`config.mk`:
```
export PLATFORM = sky130hd
export DESIGN_NAME = lrd_receiver
export DESIGN_NICKNAME = d
export VERILOG_FILES = /design/src/hw/lrd_pkg.sv /design/src/hw/lrd_sync.sv /design/src/hw/lrd_decoder.sv /design/src/hw/lrd_receiver.sv
export SDC_FILE = /design/constraint.sdc
export NUM_CORES = 1
export LEC_CHECK = 0
export BUFFER_PORTS_ARGS = -buffer_cell sky130_fd_sc_hd__buf_4
export CORE_ASPECT_RATIO = 1.4
export CORE_MARGIN = 1
export CORE_UTILIZATION = 49
export DETAILED_ROUTE_END_ITERATION = 8
export GPL_TIMING_DRIVEN = 0
export MAX_ROUTING_LAYER = met4
export PLACE_DENSITY = 0.74
export SYNTH_ARGS = -nofsm -noshare
export SYNTH_HDL_FRONTEND = slang
export SYNTH_SLANG_ARGS = --single-unit
```
`constraint.sdc`:
```
create_clock -name ref_clk_i -period 5.55 [get_ports ref_clk_i]
set_input_delay 0 -clock ref_clk_i [delete_from_list [all_inputs] [get_ports ref_clk_i]]
set_output_delay 0 -clock ref_clk_i [all_outputs]
set_load 0.05 [all_outputs]
```
`src/hw/lrd_pkg.sv`:
```
package lrd_pkg;
    // ----------------------------------------
    // Register map (byte addresses)
    // ----------------------------------------
    localparam logic [7:0] CONTROL_ADDR = 8'h00;
    localparam logic [7:0] STATUS_ADDR = 8'h04;
    localparam logic [7:0] LOCK_COUNT_ADDR = 8'h08;

    // ----------------------------------------
    // Control fields
    // ----------------------------------------
    localparam int CTRL_MODE_LSB = 0;
    localparam int CTRL_ANALOG_SIGNAL_LOSS_DIS_BIT = 2;
    localparam int CTRL_DIGITAL_SIGNAL_LOSS_DIS_BIT = 3;
    localparam int CTRL_MUTE_BIT = 4;
    localparam int CTRL_EQ_GAIN_BIT = 5;
    localparam int CTRL_DEC_EN_BIT = 6;
    localparam int CTRL_WIDTH = 7;
    localparam logic [6:0] CTRL_RESET = 7'h40;

    // ----------------------------------------
    // Status fields
    // ----------------------------------------
    localparam int STAT_LOL_BIT = 0;
    localparam int STAT_DIGITAL_SIGNAL_LOSS_BIT = 1;
    localparam int STAT_ANALOG_SIGNAL_LOSS_BIT = 2;
    localparam int STAT_COMBINED_SIGNAL_LOSS_BIT = 3;

    typedef enum logic [1:0] {
        LRD_MODE_DS3 = 2'h0,
        LRD_MODE_STS1 = 2'h1,
        LRD_MODE_E3 = 2'h2
    } lrd_mode_type;

    // ----------------------------------------
    // Lock supervision: 0.5 % of the window
    // ----------------------------------------
    localparam int LOCK_REF_EDGES = 400;
    localparam int LOCK_TOL_PERMILLE = 5;
    localparam logic [9:0] LOCK_WINDOW = 10'(LOCK_REF_EDGES - 1);
    localparam logic [9:0] LOCK_TOL = 10'(LOCK_REF_EDGES * LOCK_TOL_PERMILLE / 1000);
    localparam logic [9:0] LOCK_LOW = 10'(LOCK_REF_EDGES) - LOCK_TOL;
    localparam logic [9:0] LOCK_HIGH = 10'(LOCK_REF_EDGES) + LOCK_TOL;

    // ----------------------------------------
    // Loss of signal thresholds (symbols)
    // ----------------------------------------
    localparam logic [7:0] DIGITAL_SIGNAL_LOSS_ZERO_RUN = 8'hAF;
    localparam logic [7:0] DIGITAL_SIGNAL_LOSS_WINDOW = 8'hAF;
    localparam logic [7:0] DIGITAL_SIGNAL_LOSS_MIN_ONES = 8'h3A;
    localparam logic [7:0] E3_LOS_ZERO_RUN = 8'h20;
    localparam logic [7:0] E3_LOS_WINDOW = 8'h20;
    localparam logic [7:0] E3_LOS_MIN_ONES = 8'h0B;

    // ----------------------------------------
    // Decoder
    // ----------------------------------------
    localparam int DEC_DEPTH = 4;
    localparam logic [2:0] B3ZS_ZERO_LIMIT = 3'h3;
    localparam logic [2:0] HDB3_ZERO_LIMIT = 3'h4;
endpackage

```
`src/hw/lrd_sync.sv`:
```
`timescale 1ns/1ns
module lrd_sync #(
    parameter int WIDTH = 1
) (
    // Clock and reset
    input wire logic ref_clk_i,
    input wire logic reset_n_i,
    // Asynchronous inputs
    input wire logic [WIDTH-1:0] async_i,
    // Synchronised level and rising edge
    output logic [WIDTH-1:0] level_o,
    output logic [WIDTH-1:0] rise_o
);
    logic [WIDTH-1:0] meta;
    logic [WIDTH-1:0] stable;
    logic [WIDTH-1:0] last;

    always_ff @(posedge ref_clk_i or negedge reset_n_i) begin
        if (!reset_n_i) begin
            meta <= '0;
            stable <= '0;
            last <= '0;
        end else begin
            meta <= async_i;
            stable <= meta;
            last <= stable;
        end
    end

    // Edge taken from the second stage against its copy in the third
    assign level_o = stable;
    assign rise_o = stable & ~last;
endmodule // lrd_sync

```
`src/hw/lrd_decoder.sv`:
```
`timescale 1ns/1ns
module lrd_decoder
    import lrd_pkg::*;
(
    // Clock and reset
    input wire logic ref_clk_i,
    input wire logic reset_n_i,
    // Symbols
    input wire logic sym_stb_i,
    input wire logic sym_pos_i,
    input wire logic sym_neg_i,
    input wire logic hdb3_i,
    // Decoded output
    output logic dec_data_o,
    output logic lcv_o
);
    logic [DEC_DEPTH-1:0] pipe;
    logic last_pol;
    logic [2:0] zero_run;

    wire pulse = sym_pos_i ^ sym_neg_i;
    wire both = sym_pos_i & sym_neg_i;
    wire viol = pulse && (sym_pos_i == last_pol);
    // Substitution needs zeros just before V
    wire sub_ok = hdb3_i ? (!pipe[0] && !pipe[1]) : !pipe[0];
    wire [2:0] zero_limit = hdb3_i ? HDB3_ZERO_LIMIT : B3ZS_ZERO_LIMIT;
    wire zero_hit = !pulse && !both && (3'(zero_run + 3'h1) == zero_limit);
    wire [DEC_DEPTH-1:0] shifted = {pipe[DEC_DEPTH-2:0], pulse | both};
    // V restores the zeros it stands in for
    wire [DEC_DEPTH-1:0] cleared = hdb3_i ? 4'h0 : {shifted[3], 3'h0};
    wire [DEC_DEPTH-1:0] next_pipe = (viol && sub_ok) ? cleared : shifted;

    always_ff @(posedge ref_clk_i or negedge reset_n_i) begin
        if (!reset_n_i) begin
            pipe <= '0;
            last_pol <= 1'b0;
            zero_run <= 3'h0;
            dec_data_o <= 1'b0;
            lcv_o <= 1'b0;
        end else begin
            lcv_o <= 1'b0;
            if (sym_stb_i) begin
                pipe <= next_pipe;
                dec_data_o <= pipe[DEC_DEPTH-1];
                if (pulse) begin
                    last_pol <= sym_pos_i;
                end
                if (pulse || both) begin
                    zero_run <= 3'h0;
                end else if (zero_run != zero_limit) begin
                    zero_run <= 3'(zero_run + 3'h1);
                end
                lcv_o <= both || (viol && !sub_ok) || zero_hit;
            end
        end
    end
endmodule // lrd_decoder

```
`src/hw/lrd_receiver.sv`:
```
// Implementation choices: register access over Wishbone and the register addresses.
`timescale 1ns/1ns
// Notes on behaviour
// - With signal present and lock within 0.5%, the recovered clock is output.
// - Absent line or deviation above 0.5% sets loss of lock pin and bit.
// - During loss of lock the reference clock replaces the recovered clock.
// - DS3/STS-1: 175 consecutive zeros declare digital loss and set its bit.
// - Digital loss clears when density over a 175 pulse window exceeds 33%.
// - Analog loss bit follows the amplitude comparator input.
// - Combined loss is digital OR analog, driven on pin and status bit.
// - Both disable bits set suppress loss detection for this channel.
// - E3: a run of 32 zeros (within 10..255) declares loss.
// - E3: loss clears within 10..255 UI after the signal returns.
// - While loss is declared the reference clock drives the clock output.
// - Mute bit set forces both data rails low during loss.
// - When loss clears, recovered data resumes on both rails, or on the positive rail only while the decoder is on.
// - Decoder applies B3ZS in DS3/STS-1 and HDB3 in E3.
// - Violations outside a valid substitution pulse the violation output.
// - Three (B3ZS) or four (HDB3) zeros pulse the violation output.
// - B0V and 00V decode back to three zeros.
// - 000V and B00V decode back to four zeros.
// - Equalizer monitor gain mode suppresses loss detection entirely.
module lrd_receiver
    import lrd_pkg::*;
(
    // Clock and reset
    input wire logic ref_clk_i,
    input wire logic reset_n_i,
    // Wishbone slave
    input wire logic wb_cyc_i,
    input wire logic wb_stb_i,
    input wire logic wb_we_i,
    input wire logic [7:0] wb_adr_i,
    input wire logic [3:0] wb_sel_i,
    input wire logic [31:0] wb_dat_i,
    output logic [31:0] wb_dat_o,
    output logic wb_ack_o,
    // Line side
    input wire logic line_clock_i,
    input wire logic line_in_positive_i,
    input wire logic line_in_negative_i,
    input wire logic reference_clock_in_i,
    input wire logic analog_signal_loss_i,
    // Framer side
    output logic recovered_clock_out_o,
    output logic receive_data_positive_o,
    output logic receive_data_negative_o,
    output logic code_violation_pulse_o,
    output logic loss_of_lock_flag_o,
    output logic combined_loss_flag_o
);
    import lrd_pkg::*;

    // ----------------------------------------
    // Input synchronisers
    // ----------------------------------------
    logic [4:0] sync_level;
    logic [4:0] sync_rise;

    lrd_sync #(
        .WIDTH(5)
    ) u_sync (
        .ref_clk_i(ref_clk_i),
        .reset_n_i(reset_n_i),
        .async_i({analog_signal_loss_i, line_in_negative_i, line_in_positive_i,
                  reference_clock_in_i, line_clock_i}),
        .level_o(sync_level),
        .rise_o(sync_rise)
    );

    wire line_clk_level = sync_level[0];
    wire sym_stb = sync_rise[0];
    wire ref_clk_level = sync_level[1];
    wire ref_stb = sync_rise[1];
    wire sym_pos = sync_level[2];
    wire sym_neg = sync_level[3];
    wire analog_signal_loss_raw = sync_level[4];

    // ----------------------------------------
    // Control register
    // ----------------------------------------
    logic [CTRL_WIDTH-1:0] control;
    lrd_mode_type mode;
    assign mode = lrd_mode_type'(control[CTRL_MODE_LSB +: 2]);
    wire is_e3 = (mode == LRD_MODE_E3);
    wire analog_signal_loss_dis = control[CTRL_ANALOG_SIGNAL_LOSS_DIS_BIT];
    wire digital_signal_loss_dis = control[CTRL_DIGITAL_SIGNAL_LOSS_DIS_BIT];
    wire mute_en = control[CTRL_MUTE_BIT];
    wire eq_monitor = control[CTRL_EQ_GAIN_BIT];
    wire dec_en = control[CTRL_DEC_EN_BIT];
    // Both disables together, or monitor gain mode, switch detection off
    wire los_suppress = (analog_signal_loss_dis && digital_signal_loss_dis) || eq_monitor;

    // ----------------------------------------
    // Lock supervision
    // ----------------------------------------
    logic [9:0] ref_count;
    logic [9:0] line_count;
    logic [9:0] lock_count;
    logic lol;

    wire window_end = ref_stb && (ref_count == LOCK_WINDOW);
    wire out_of_range = (line_count < LOCK_LOW) || (line_count > LOCK_HIGH);
    wire [9:0] next_line_count = (line_count == 10'h3FF) ? line_count : 10'(line_count + 10'h1);

    always_ff @(posedge ref_clk_i or negedge reset_n_i) begin
        if (!reset_n_i) begin
            ref_count <= 10'h0;
            line_count <= 10'h0;
            lock_count <= 10'h0;
            lol <= 1'b0;
        end else begin
            if (window_end) begin
                ref_count <= 10'h0;
                line_count <= {9'h0, sym_stb};
                lock_count <= line_count;
                // No line edges at all falls out of range too
                lol <= out_of_range;
            end else begin
                if (ref_stb) begin
                    ref_count <= 10'(ref_count + 10'h1);
                end
                if (sym_stb) begin
                    line_count <= next_line_count;
                end
            end
        end
    end

    // ----------------------------------------
    // Digital / E3 loss of signal
    // ----------------------------------------
    logic digital_signal_loss;
    logic [7:0] zero_run;
    logic [7:0] win_count;
    logic [7:0] ones_count;

    wire sym_one = sym_pos | sym_neg;
    wire [7:0] run_limit = is_e3 ? E3_LOS_ZERO_RUN : DIGITAL_SIGNAL_LOSS_ZERO_RUN;
    wire [7:0] win_limit = is_e3 ? E3_LOS_WINDOW : DIGITAL_SIGNAL_LOSS_WINDOW;
    wire [7:0] min_ones = is_e3 ? E3_LOS_MIN_ONES : DIGITAL_SIGNAL_LOSS_MIN_ONES;
    wire [7:0] next_ones = sym_one ? 8'(ones_count + 8'h1) : ones_count;
    wire win_done = (8'(win_count + 8'h1) == win_limit);
    wire run_done = !sym_one && (8'(zero_run + 8'h1) >= run_limit);

    always_ff @(posedge ref_clk_i or negedge reset_n_i) begin
        if (!reset_n_i) begin
            digital_signal_loss <= 1'b0;
            zero_run <= 8'h0;
            win_count <= 8'h0;
            ones_count <= 8'h0;
        end else if (los_suppress) begin
            digital_signal_loss <= 1'b0;
            zero_run <= 8'h0;
            win_count <= 8'h0;
            ones_count <= 8'h0;
        end else if (sym_stb) begin
            zero_run <= sym_one ? 8'h0 : (run_done ? zero_run : 8'(zero_run + 8'h1));
            if (!digital_signal_loss) begin
                win_count <= 8'h0;
                ones_count <= 8'h0;
                if (run_done) begin
                    digital_signal_loss <= 1'b1;
                end
            end else if (win_done) begin
                win_count <= 8'h0;
                ones_count <= 8'h0;
                // Density above 33% over the window
                if (next_ones >= min_ones) begin
                    digital_signal_loss <= 1'b0;
                end
            end else begin
                win_count <= 8'(win_count + 8'h1);
                ones_count <= next_ones;
            end
        end
    end

    wire analog_signal_loss = analog_signal_loss_raw && !los_suppress;
    wire combined_signal_loss = digital_signal_loss || analog_signal_loss;
    wire use_reference = lol || combined_signal_loss;

    // ----------------------------------------
    // Decoder
    // ----------------------------------------
    logic dec_data;
    logic dec_lcv;

    lrd_decoder u_decoder (
        .ref_clk_i(ref_clk_i),
        .reset_n_i(reset_n_i),
        .sym_stb_i(sym_stb),
        .sym_pos_i(sym_pos),
        .sym_neg_i(sym_neg),
        .hdb3_i(is_e3),
        .dec_data_o(dec_data),
        .lcv_o(dec_lcv)
    );

    wire mute = mute_en && combined_signal_loss;
    wire next_pos = mute ? 1'b0 : (dec_en ? dec_data : sym_pos);
    wire next_neg = (mute || dec_en) ? 1'b0 : sym_neg;

    // ----------------------------------------
    // Framer side outputs
    // ----------------------------------------
    always_ff @(posedge ref_clk_i or negedge reset_n_i) begin
        if (!reset_n_i) begin
            recovered_clock_out_o <= 1'b0;
            receive_data_positive_o <= 1'b0;
            receive_data_negative_o <= 1'b0;
            code_violation_pulse_o <= 1'b0;
            loss_of_lock_flag_o <= 1'b0;
            combined_loss_flag_o <= 1'b0;
        end else begin
            // Switch-over may shorten one clock phase
            recovered_clock_out_o <= use_reference ? ref_clk_level : line_clk_level;
            if (sym_stb) begin
                receive_data_positive_o <= next_pos;
                receive_data_negative_o <= next_neg;
            end else begin
                // Decoder switch-on must not leave a stale negative rail
                if (mute) begin
                    receive_data_positive_o <= 1'b0;
                end
                if (mute || dec_en) begin
                    receive_data_negative_o <= 1'b0;
                end
            end
            code_violation_pulse_o <= dec_en && dec_lcv;
            loss_of_lock_flag_o <= lol;
            combined_loss_flag_o <= combined_signal_loss;
        end
    end

    // ----------------------------------------
    // Wishbone slave
    // ----------------------------------------
    wire wb_req = wb_cyc_i && wb_stb_i && !wb_ack_o;
    wire sel_ctrl = (wb_adr_i == CONTROL_ADDR);
    wire sel_stat = (wb_adr_i == STATUS_ADDR);
    wire sel_lock = (wb_adr_i == LOCK_COUNT_ADDR);
    wire ctrl_write = wb_req && wb_we_i && sel_ctrl && wb_sel_i[0];
    wire [31:0] status_word = {28'h0, combined_signal_loss, analog_signal_loss, digital_signal_loss, lol};
    wire [31:0] read_word = sel_ctrl ? {25'h0, control} :
                            sel_stat ? status_word :
                            sel_lock ? {22'h0, lock_count} : 32'h0;

    always_ff @(posedge ref_clk_i or negedge reset_n_i) begin
        if (!reset_n_i) begin
            control <= CTRL_RESET;
            wb_ack_o <= 1'b0;
            wb_dat_o <= 32'h0;
        end else begin
            wb_ack_o <= wb_req;
            wb_dat_o <= wb_req ? read_word : 32'h0;
            if (ctrl_write) begin
                control <= wb_dat_i[CTRL_WIDTH-1:0];
            end
        end
    end
endmodule // lrd_receiver

```
[Word level (Yosys, flattened, before mapping)]
Index checks and enable logic that the tools add are counted.
Storage, ports and cells
  register bits after elaboration: 102
  bits of input ports: 54
  output and inout bits: 39
  word-level logic and storage cells: 141
Cells by class
  add/subtract/negate cells: 6
  $lt $le $gt $ge: 4
  equal/unequal tests: 11
  muxes and demuxes: 45
  bitwise logic cells: 6
  reductions and logical operators: 44
Operators with widths (count)
  $mux 8: 14
  $mux 10: 9
  $add 8x1->8 const B: 3
  $add 10x1->10 const B: 2
  $logic_and 1x1->1: 17
  $mux 1: 16
  $reduce_bool 2->1: 6
  $eq 10x10->1 const B: 1
  $eq 10x9->1 const B: 1
  $gt 10x9->1 const B: 1
  $lt 10x9->1 const B: 1
  $mux 3: 3
  $eq 8x3->1 const B: 1
  $eq 8x4->1 const B: 1
  $eq 8x8->1: 1
  $ge 8x6->1: 1
  $ge 8x8->1: 1
  $logic_not 1->1: 8
  $logic_not 8->1: 1
  $logic_or 1x1->1: 8
  $mux 4: 2
  $reduce_and 2->1: 4
  $mux 6: 1
  $add 3x1->3 const B: 1
  11 further kinds: 12

[Depth between registers and ports, before layout]
Gate-level depths: netlist (run 1).
  word-level depth: 9
  gate-level depth with buffers: 12
  mapped depth without buffers: 11

[Modules after synthesis]
A second synthesis (run 1) with hierarchy kept.
Second synthesis, totals
  cells, all modules: 522
  area total of the unflattened synthesis: 5397.7 µm²
By module, submodules not included
  lrd_receiver: times used 1, cells an instance 443, area an instance 4401.7 µm², sequential area each 2003.2 µm²
  lrd_decoder: times used 1, cells an instance 59, area an instance 551.8 µm², sequential area each 250.2 µm²
  lrd_sync: times used 1, cells an instance 20, area an instance 444.2 µm², sequential area each 375.4 µm²

[Least setup slack after synthesis (run 1)]
No wires, ideal clock.
  path type: register to register
  from: register u_sync.stable[2], in the netlist u_sync.level_o[2]
  to: register digital_signal_loss
  setup time: 0.066 ns
  data arrival time: 2.294 ns
  data required time: 5.484 ns
  setup slack: 3.190 ns
  stages on the path, launching flop included: 13
  buffers on the path: 2
  clock period less this slack: 2.360 ns
  cells stage by stage: dfrtp_1 -> inv_1 -> ha_1 -> buf_6 -> clkbuf_1 -> xor2_1 -> ha_1 -> nor2b_1 -> a21oi_1 -> nor3_1 -> nor3_1 -> a2111oi_0 -> o311a_1
On the way
  longest elaborated chain between the ends: 8
  elaborated cells on any way between the ends: 11
  those cells by class: 1 x order compare; 7 x mux; 1 x bitwise; 2 x reduce/logical
RTL lines
  from (decl): line lrd_sync.sv:15  | logic [WIDTH-1:0] stable;
  from (signal assigned): line lrd_sync.sv:25  | stable <= meta;
  $or 1x1->1 (*): line lrd_receiver.sv:138  | wire sym_one = sym_pos | sym_neg;
  $mux 8: line lrd_receiver.sv:142  | wire [7:0] next_ones = sym_one ? 8'(ones_count + 8'h1) : ones_count;
  $ge 8x6->1: line lrd_receiver.sv:169  | if (next_ones >= min_ones) begin
  $mux 1: line lrd_receiver.sv:169
  $mux 1: line lrd_receiver.sv:165  | end else if (win_done) begin
  $mux 1 (*): line lrd_receiver.sv:159  | if (!digital_signal_loss) begin
  $mux 1 (*): line lrd_receiver.sv:157  | end else if (sym_stb) begin
  $mux 1 (*): line lrd_receiver.sv:152  | end else if (los_suppress) begin
  to (signal assigned): line lrd_receiver.sv:153  | digital_signal_loss <= 1'b0;
  to (signal assigned): line lrd_receiver.sv:163  | digital_signal_loss <= 1'b1;
  to (signal assigned): line lrd_receiver.sv:170  | digital_signal_loss <= 1'b0;
  to (decl): line lrd_receiver.sv:133  | logic digital_signal_loss;
Every way passes the cells marked *; elsewhere a longest branch is shown, timed or not. The select of a mux whose other input is x is not followed.
A chain may end at the register's enable or synchronous reset.

[Worst setup path after layout (run 1)]
Ends and elaborated chain as after synthesis.

==> results.toml, run 1 <==
[run_status]
status = "finished clean"

[pwr]
seq_power_share = 0.484
leakagePower_uw = 0.00314
peakVddDrop_uv = 183
intPower_uw = 1260
switching_share = 0.287
p_sw_uw = 504
powerDensity_nw_per_um2 = 272
p_clk_frac = 0.377
combPwrFrac = 0.139

[setup_path]
cp-startpoint = "u_sync.level_o[2]"
rr_worst_depth = 12
max_stage_delay_ns = 0.72
reg2reg_slack_ns = 2.30
critPathTopFamily = "compound AO/OA/AOI/OAI gates"
crit_chain = "inv_1, ha_1, buf_6, clkbuf_1, xor2_1, ha_1, nor2b_1, a21oi_1, nor3_1, nor3_1, a2111oi_0, o311a_1"
critPathKind = "reg2reg"
cp_max_fo = 10
crit_slowest_cell = "a2111oi_0"
r2r-start = "u_sync.level_o[2]"
required_ns = 5.84
worstSetupPathDepth = 12
cp-end-kind = "register"
timing.rr.end = "digital_signal_loss"
worstSetupStartpointType = "register"
timing.critical_path.buf_inv = 3
crit_arrival_ns = 3.54

[global_routing]
grt_pass1_vias = 4289
grt_pass1_wl_microns = 20000
grt_max_degree = 103
antenna_found_initial = 0
grt_remaining_overflow = 0
grt_use_total = 0.227

[final_layout]
layout.nets = 708
drive_gt1_frac = 0.194
syn_to_final_growth_pct = 19.7
final_cell_area_sq_um = 6460
fillCellCount = 915
diodes = 0

[sta]
finalSetupViolCount = 0
hold_viol = 0
max_freq_ghz = 0.308
fin_skew_ns = 0.00764
slew-limit-headroom = 0.438
fin_crit_sh = 0.585
slew_viol_final = 0
worst_pin_slew_ns = 0.821
rsz0062_at_grt = "false"
layout_min_cycle_time_ns = 3.25
tns_ns = 0

[route]
first_iter_violations = 215
drt-total-wl_microns = 11800
wl_per_cell_microns = 15.1
first_pass_iters = 4
antenna_left = 0
via_per_inst = 5.41
vias = 4238
route.detailed.drc = 0

[yosys]
async_reset_ff_frac = 1.00
yosys.cell_types.count = 69
synth-edff-count = 0
synth_mux_area_frac = 0.0508
ys_warn_count = 0
yosys-top-cells-area = "dfrtp_1 47%, nand2_1 6.3%, ha_1 3.7%"
ys_seq_elements = 102
netlist_area_sq_um = 5400
synth_commonest_cells = "101 x dfrtp_1, 90 x nand2_1, 49 x nor2_1"
yosysMostFrequentCell = "dfrtp_1"
synth.avg_cell_area_sq_um = 9.85
netlist_instances = 548
synth_top_flop_cell = "dfrtp_1"
synth_fa_ha_area_frac = 0.0371
synth-xor-area-share = 0.0450
synth_top_cell_area_share = 0.468
synth_simple_gate_area_frac = 0.211
yosys.area.top_type = "dfrtp_1"
ys_seq_area_frac = 0.473
synth_top_family_by_area = "simple AND/OR/NAND/NOR gates"
synth_compound_area_frac = 0.116

[worst_hold_path]
hold_depth = 4
worstHoldEndpoint = "wb_dat_o[3]"
min_from = "wb_adr_i[2]"
hold_class = "in2reg"

[die]
die_area_sq_um = 11400
fp.coreArea_sq_um = 10800
fp-row-count = 45
die_w_microns = 90.7
start_util = 0.499
ios = 93
die_h_microns = 126

[clock_network]
clk_pin_slew_worst_paths_ns = 0.07
cts_tree = "done"
post-cts-setup-buffers = 0
hold_buffers = 15
cts_max_path_buffers = 2
cts_buffers = 9
root_buffer = "clkbuf_16"
cts.sinks = 102
insertion_delay_ns = 0.36
post_cts_resize_count = 0
htreeDepth = 3

[place]
place.detailed.hpwl_microns = 8410
place_congestion = 0.874
port_buffers = 42
place_area_sq_um = 5970

[flow_run]
maxCapViolations = 0
## flip-flops by register name (all words and copies together) (netlist names), 2 cells and up
register            cells
ones_count              8
line_count             10
u_sync.meta             5
u_decoder.zero_run      3
ref_count              10
lock_count             10
zero_run                8
wb_dat_o               10
control                 7
win_count               8
u_sync.last             2
u_sync.level_o          5
u_decoder.pipe          4
## worst max-delay path by stage
stage / endpoint / slack [ns]
5_1_grt: digital_signal_loss / 2.00
3_3_place_gp: digital_signal_loss / 2.49
6_report: digital_signal_loss / 2.30
3_5_place_dp: digital_signal_loss / 2.41
2_1_floorplan: digital_signal_loss / 3.19
4_1_cts: digital_signal_loss / 2.27
## tightest hold or removal path, stage by stage
cell and delay, ns:
buf_4 0.12, nor2_1 0.05, a21oi_1 0.12, nor2_1 0.06
## cells by family (layout without fill, tap and decap cells)
kind of cell    after synthesis  in the layout
simple gates                235            235
flops                       102            102
compound gates               82             82
buf+inv                      60            134
xor+xnor                     26             26
mux                          26             26
fa+ha+maj                    16             16
other cells                   1             22
## cell type report
cell class,count,area [sq um],share of cell area
Buffer,42,287,0.0443
Clock buffer,9,225,0.0348
Clock inverter,7,87.6,0.0136
Inverter,18,72.6,0.0112
Multi-Input combinational cell,407,2560,0.397
Sequential cell,102,2550,0.395
Tap cell,141,176,0.0273
Timing Repair Buffer,58,497,0.0768
## cells in the final DEF, fill, tap and decap left out, types with 5 or more instances in the layout
| cell | count |
|---|---|
| a21oi_1 | 13 |
| and2_1 | 6 |
| and3_1 | 10 |
| buf_2 | 6 |
| buf_4 | 65 |
| buf_6 | 5 |
| clkbuf_1 | 6 |
| clkbuf_16 | 9 |
| conb_1 | 22 |
| dfrtp_1 | 101 |
| dlygate4sd3_1 | 15 |
| ha_1 | 16 |
| inv_1 | 17 |
| mux2_2 | 11 |
| mux2i_1 | 15 |
| nand2_1 | 90 |
| nand2b_1 | 12 |
| nand3_1 | 24 |
| nand4_1 | 7 |
| nor2_1 | 49 |
| nor2b_1 | 7 |
| nor4_1 | 5 |
| o21ai_0 | 22 |
| or3_1 | 5 |
| xnor2_1 | 13 |
| xor2_1 | 11 |
## routing by layer
layer	track usage	vias up	routed length, microns
met5	-	-	0
met2	0.394	85	6370
met1	0.256	2085	4750
met4	0.0968	0	339
met3	0.0386	31	348
li1	-	2037	-
## stage by stage
step | total power [uW] | utilization | cells | setup slack [ns] | hold slack (ns)
after floorplan | 1020 | - | 569 | 3.19 | -0.296
after global placement | 1080 | 0.552 | 752 | 2.49 | 0.110
after detailed placement | 1100 | 0.552 | 752 | 2.41 | 0.111
after CTS | 1770 | 0.595 | 783 | 2.27 | 0.0403
after global routing | 1840 | 0.598 | 784 | 2.00 | 0.0550
final | 1760 | 0.598 | 784 | 2.30 | 0.0401
## power by group through the flow
stage	Clock, uW	Sequential [uW]	Combinational [uW]
after floorplan	0	861	160
after global placement	0	860	223
final	664	851	244
after CTS	678	850	243
after detailed placement	0	864	234
after global routing	707	859	272
No activity file was read; power rests on OpenSTA's default activity.
==> run 2, diff against run 1 <==
--- a/config.mk
+++ b/config.mk
@@ -12,7 +12,7 @@
 export DETAILED_ROUTE_END_ITERATION = 8
 export GPL_TIMING_DRIVEN = 0
 export MAX_ROUTING_LAYER = met4
-export PLACE_DENSITY = 0.74
+export PLACE_DENSITY = 0.77
 export SYNTH_ARGS = -nofsm -noshare
 export SYNTH_HDL_FRONTEND = slang
 export SYNTH_SLANG_ARGS = --single-unit
==> constraint.sdc (replaced) <==
create_clock -name ref_clk_i -period 2.9 [get_ports ref_clk_i]
set_input_delay 0 -clock ref_clk_i [delete_from_list [all_inputs] [get_ports ref_clk_i]]
set_output_delay 0 -clock ref_clk_i [all_outputs]
set_load 0.05 [all_outputs]
==> run 2 against run 1 <==
Effect of this change: maximum frequency up 24%; setup slack lost 2.0 ns; clock power is 84% higher; cell area decreased by 0.19%.
==> results.toml, run 2 (synthesized netlist as in run 1, its figures left out) <==
[die]
die_w_microns = 90.7
start_util = 0.499
die_h_microns = 126
fp-row-count = 45
fp.coreArea_sq_um = 10800
ios = 93
die_area_sq_um = 11400

[setup_path]
worstSetupStartpointType = "register"
cp_max_fo = 5
crit_arrival_ns = 2.90
timing.critical_path.buf_inv = 1
max_stage_delay_ns = 0.50
required_ns = 3.18
critPathKind = "reg2reg"
crit_chain = "inv_1, ha_1, and4b_1, nand3_1, xnor2_1, ha_1, nand2_1, nor3_1, a2111oi_1, o311a_1"
timing.rr.end = "digital_signal_loss"
cp_common_cell = "ha_1"
cp-startpoint = "u_sync.level_o[2]"
crit_slowest_cell = "a2111oi_1"
cp-end-kind = "register"
reg2reg_slack_ns = 0.28
r2r-start = "u_sync.level_o[2]"
rr_worst_depth = 10
critPathTopFamily = "compound AO/OA/AOI/OAI gates"

[final_layout]
layout.nets = 707
final_cell_area_sq_um = 6450
syn_to_final_growth_pct = 19.5
mostFrequentLayoutCells = "101 x dfrtp_1, 90 x nand2_1, 65 x buf_4"
diodes = 0
drive_gt1_frac = 0.195
final_common_cell = "dfrtp_1"

[clock_network]
cts_max_path_buffers = 2
htreeDepth = 3
cts.sinks = 102
cts_tree = "done"
cts_buffers = 9
clk_pin_slew_worst_paths_ns = 0.08
root_buffer = "clkbuf_16"
insertion_delay_ns = 0.34

[sta]
rsz0062_at_grt = "false"
hold_viol = 0
layout_min_cycle_time_ns = 2.62
slew-limit-headroom = 0.568
fin_skew_ns = 0.00609
slew_viol_final = 0
finalSetupViolCount = 0
worst_pin_slew_ns = 0.647
fin_crit_sh = 0.902
max_freq_ghz = 0.382
timing.final.ws_setup_ns = 0.283

[route]
first_iter_violations = 223
drt-total-wl_microns = 11800
first_pass_iters = 5
route.detailed.drc = 0
wl_per_cell_microns = 15.1
via_per_inst = 5.42
antenna_left = 0
vias = 4241

[place]
port_buffers = 42
place_congestion = 0.831
place_area_sq_um = 5970
place_ws_ns = -0.105
place.detailed.hpwl_microns = 8260

[global_routing]
grt_use_total = 0.220
grt_max_degree = 103
antenna_found_initial = 0
grt_pass1_wl_microns = 19500
grt_remaining_overflow = 0
grt_pass1_vias = 4114

[worst_hold_path]
worstHoldEndpoint = "wb_dat_o[3]"
hold_class = "in2reg"
min_from = "wb_adr_i[2]"
hold_depth = 4

[flow_run]
maxCapViolations = 0

[run_status]
status = "finished clean"

[pwr]
peakVddDrop_uv = 385
powerDensity_nw_per_um2 = 516
leakagePower_uw = 0.00313
==> run 2: cell types whose count changed in the layout (fill, tap and decap cells not counted) <==
| cell | previous run | this run |
|---|---|---|
| a2111oi_0 | 2 | 1 |
| a2111oi_1 | 0 | 1 |
| bufinv_16 | 1 | 0 |
| clkbuf_1 | 6 | 5 |
| clkbuf_8 | 0 | 1 |
| clkinv_4 | 2 | 0 |
| clkinv_8 | 0 | 1 |
| clkinvlp_4 | 0 | 1 |
==> run 2: power by group <==
group	total, uW	internal (uW)	switching (uW)	leakage, uW
Sequential	1630	1520	112	0.00135
Combinational	471	191	280	0.00163
Clock	1220	633	591	0.000146
Total	3330	2340	983	0.00313
==> run 2: worst register-to-register path, cell delays in order (launching register included) <==
cell       delay [ns]
dfrtp_1          0.42
inv_1            0.09
ha_1             0.22
and4b_1          0.29
nand3_1          0.21
xnor2_1          0.24
ha_1             0.27
nand2_1          0.07
nor3_1           0.05
a2111oi_1        0.50
o311a_1          0.21
==> run 2: cell type report <==
| class | count | area, sq um |
|---|---|---|
| well taps | 141 | 176 |
| plain buffers | 41 | 283 |
| clock buffers | 10 | 239 |
| flip-flops and latches | 102 | 2550 |
| multi-input cells | 407 | 2570 |
| repair buffers | 58 | 497 |
| clock inverters | 6 | 63.8 |
| fillers | 907 | 4360 |
| inverters | 18 | 72.6 |
==> run 2: worst max-delay path by stage <==
stage	end	depth (start not counted)
final	digital_signal_loss	10
after global routing	digital_signal_loss	10
after CTS	digital_signal_loss	10
after detailed placement	digital_signal_loss	12
after global placement	digital_signal_loss	12
after floorplan	digital_signal_loss	12
==> run 2: per-stage QoR <==
stage / util / power, uW / hold slack (ns) / cells / setup TNS, ns
CTS: 0.594 / 3330 / 0.0339 / 782 / 0
global placement: 0.552 / 2070 / 0.110 / 752 / -0.153
floorplan: - / 1950 / -0.296 / 569 / 0
global route: 0.597 / 3450 / 0.0695 / 783 / 0
detailed placement: 0.552 / 2100 / 0.110 / 752 / -0.105
finish: 0.597 / 3330 / 0.0324 / 783 / 0
==> run 2: routing by layer <==
layer	track usage	vias to the layer above	wire (microns)
met3	0.0344	22	407
met1	0.248	2065	4850
li1	-	2035	-
met5	-	-	0
met2	0.389	119	6380
met4	0.0806	0	209
==> run 2: timing repair <==
item	in CTS	in global routing
endpoints found under the setup margin	1	0
hold buffers	15	0
gates resized for setup	1	0
setup buffers	0	0
endpoints found under the hold margin	27	0
==> run 3, diff against run 2 <==
==> constraint.sdc (replaced) <==
create_clock -name ref_clk_i -period 2.9 [get_ports ref_clk_i]
set_input_delay 0.87 -clock ref_clk_i [delete_from_list [all_inputs] [get_ports ref_clk_i]]
set_output_delay 0.87 -clock ref_clk_i [all_outputs]
set_load 0.05 [all_outputs]
==> run 3 against run 2 <==
Effect of this change: die area stayed put; clock skew barely moved; clock-buffer cell count is the same; cell area down 2.3%; maximum frequency rose by 0.71%; highest routed layer unchanged; first-iteration DRC count increased by 9.4%; global-route usage shrank 0.51 points; critical path depth did not move; sequential cell count unchanged; sequential share of layout area rose by 0.94 points; non-clock buffer count down 15.
==> results.toml, run 3 (synthesized netlist as in run 1, its figures left out) <==
[sta]
layout_min_cycle_time_ns = 2.60
slew-limit-headroom = 0.566
worst_pin_slew_ns = 0.651
fin_crit_sh = 0.896
timing.final.ws_setup_ns = 0.301
fin_skew_ns = 0.00602
slew_viol_final = 0
hold_viol = 0
max_freq_ghz = 0.385
rsz0062_at_grt = "false"
finalSetupViolCount = 0
hold_ws_ns = 0.353

[setup_path]
crit_arrival_ns = 2.88
timing.rr.end = "digital_signal_loss"
critPathKind = "reg2reg"
reg2reg_slack_ns = 0.30
rr_worst_depth = 10
r2r-start = "u_sync.level_o[2]"
cp-end-kind = "register"
required_ns = 3.18
worstSetupStartpointType = "register"
cp_max_fo = 5

[place]
place.detailed.hpwl_microns = 8260
place_ws_ns = -0.105
place_congestion = 0.831
placed_cells = 752
port_buffers = 42

[clock_network]
htreeDepth = 3
cts_tree = "done"
cts_max_path_buffers = 2
clk_pin_slew_worst_paths_ns = 0.07
cts.sinks = 102
insertion_delay_ns = 0.34
root_buffer = "clkbuf_16"
cts_buffers = 9
post-cts-setup-buffers = 0

[die]
start_util = 0.499
die_area_sq_um = 11400
fp-row-count = 45
die_w_microns = 90.7
fp.coreArea_sq_um = 10800
ios = 93
die_h_microns = 126

[route]
first_iter_violations = 244
antenna_left = 0
first_pass_iters = 5
via_per_inst = 5.45
route.detailed.drc = 0
wl_per_cell_microns = 15.0
vias = 4186
drt-total-wl_microns = 11500

[final_layout]
layout.nets = 692
fin_cells = 768
drive_gt1_frac = 0.199
syn_to_final_growth_pct = 16.7
diodes = 0
final_common_cell = "dfrtp_1"
utilization = 0.583
mostFrequentLayoutCells = "101 x dfrtp_1, 90 x nand2_1, 65 x buf_4"

[pwr]
peakVddDrop_uv = 365
p_sw_uw = 974
p_clk_frac = 0.369
intPower_uw = 2330
seq_power_share = 0.494
combPwrFrac = 0.137
power_uw = 3300
powerDensity_nw_per_um2 = 524
leakagePower_uw = 0.00307
switching_share = 0.295

[global_routing]
grt_pass1_vias = 4009
grt_remaining_overflow = 0
antenna_found_initial = 0
grt_pass1_wl_microns = 19100
grt_max_degree = 103
grt_use_total = 0.214

[worst_hold_path]
hold_class = "reg2reg"
min_from = "u_sync.meta[4]"
worstHoldEndpoint = "u_sync.level_o[4]"
hold_depth = 0

[flow_run]
maxCapViolations = 0

[run_status]
status = "finished clean"
run 3: cell type report:
| class | instances | area [sq um] |
|---|---|---|
| inverter | 18 | 72.6 |
| sequential | 102 | 2550 |
| fill | 922 | 4510 |
| clock inverter | 6 | 63.8 |
| tap | 141 | 176 |
| multi-input combinational | 407 | 2570 |
| clock buffer | 10 | 239 |
| timing repair buffer | 43 | 347 |
| buffer | 41 | 283 |
run 3: routing by layer:
layer,wire [microns],vias up,GRT usage
li1,-,2008,-
met1,4790,2049,0.250
met2,6200,114,0.376
met3,369,15,0.0320
met4,160,0,0.0740
met5,0,-,-
run 3: repair_timing:
| item | in CTS | in global routing |
|---|---|---|
| resized for setup | 1 | 0 |
| hold endpoints to repair | 0 | 0 |
| hold buffers | 0 | 0 |
| setup endpoints to repair | 1 | 0 |
run 3: worst max path at each step:
stage,from,to,slack [ns]
after floorplan,wb_adr_i[1],control[0],0.51
after global placement,u_sync.level_o[2],digital_signal_loss,-0.15
after detailed placement,u_sync.level_o[2],digital_signal_loss,-0.11
after CTS,u_sync.level_o[2],digital_signal_loss,0.25
after global routing,u_sync.level_o[2],digital_signal_loss,0.07
final,u_sync.level_o[2],digital_signal_loss,0.30
run 3: power by group through the flow:
stage	logic, uW	registers, uW	clock network [uW]
2_1_floorplan	306	1650	0
3_3_place_gp	427	1650	0
3_5_place_dp	446	1660	0
4_1_cts	449	1630	1240
5_1_grt	498	1650	1290
6_report	453	1630	1220
run 3: metrics by stage:
stage | area [sq um] | setup TNS [ns]
floorplan | 5480 | 0
global placement | 5970 | -0.153
detailed placement | 5970 | -0.241
CTS | 6270 | 0
global route | 6300 | 0
finish | 6300 | 0
run 3: worst max-delay path, stage by stage, from the launching register on:
cell,delay (ns)
dfrtp_1,0.42
inv_1,0.09
ha_1,0.22
and4b_1,0.29
nand3_1,0.20
xnor2_1,0.23
ha_1,0.27
nand2_1,0.07
nor3_1,0.05
a2111oi_1,0.49
o311a_1,0.21
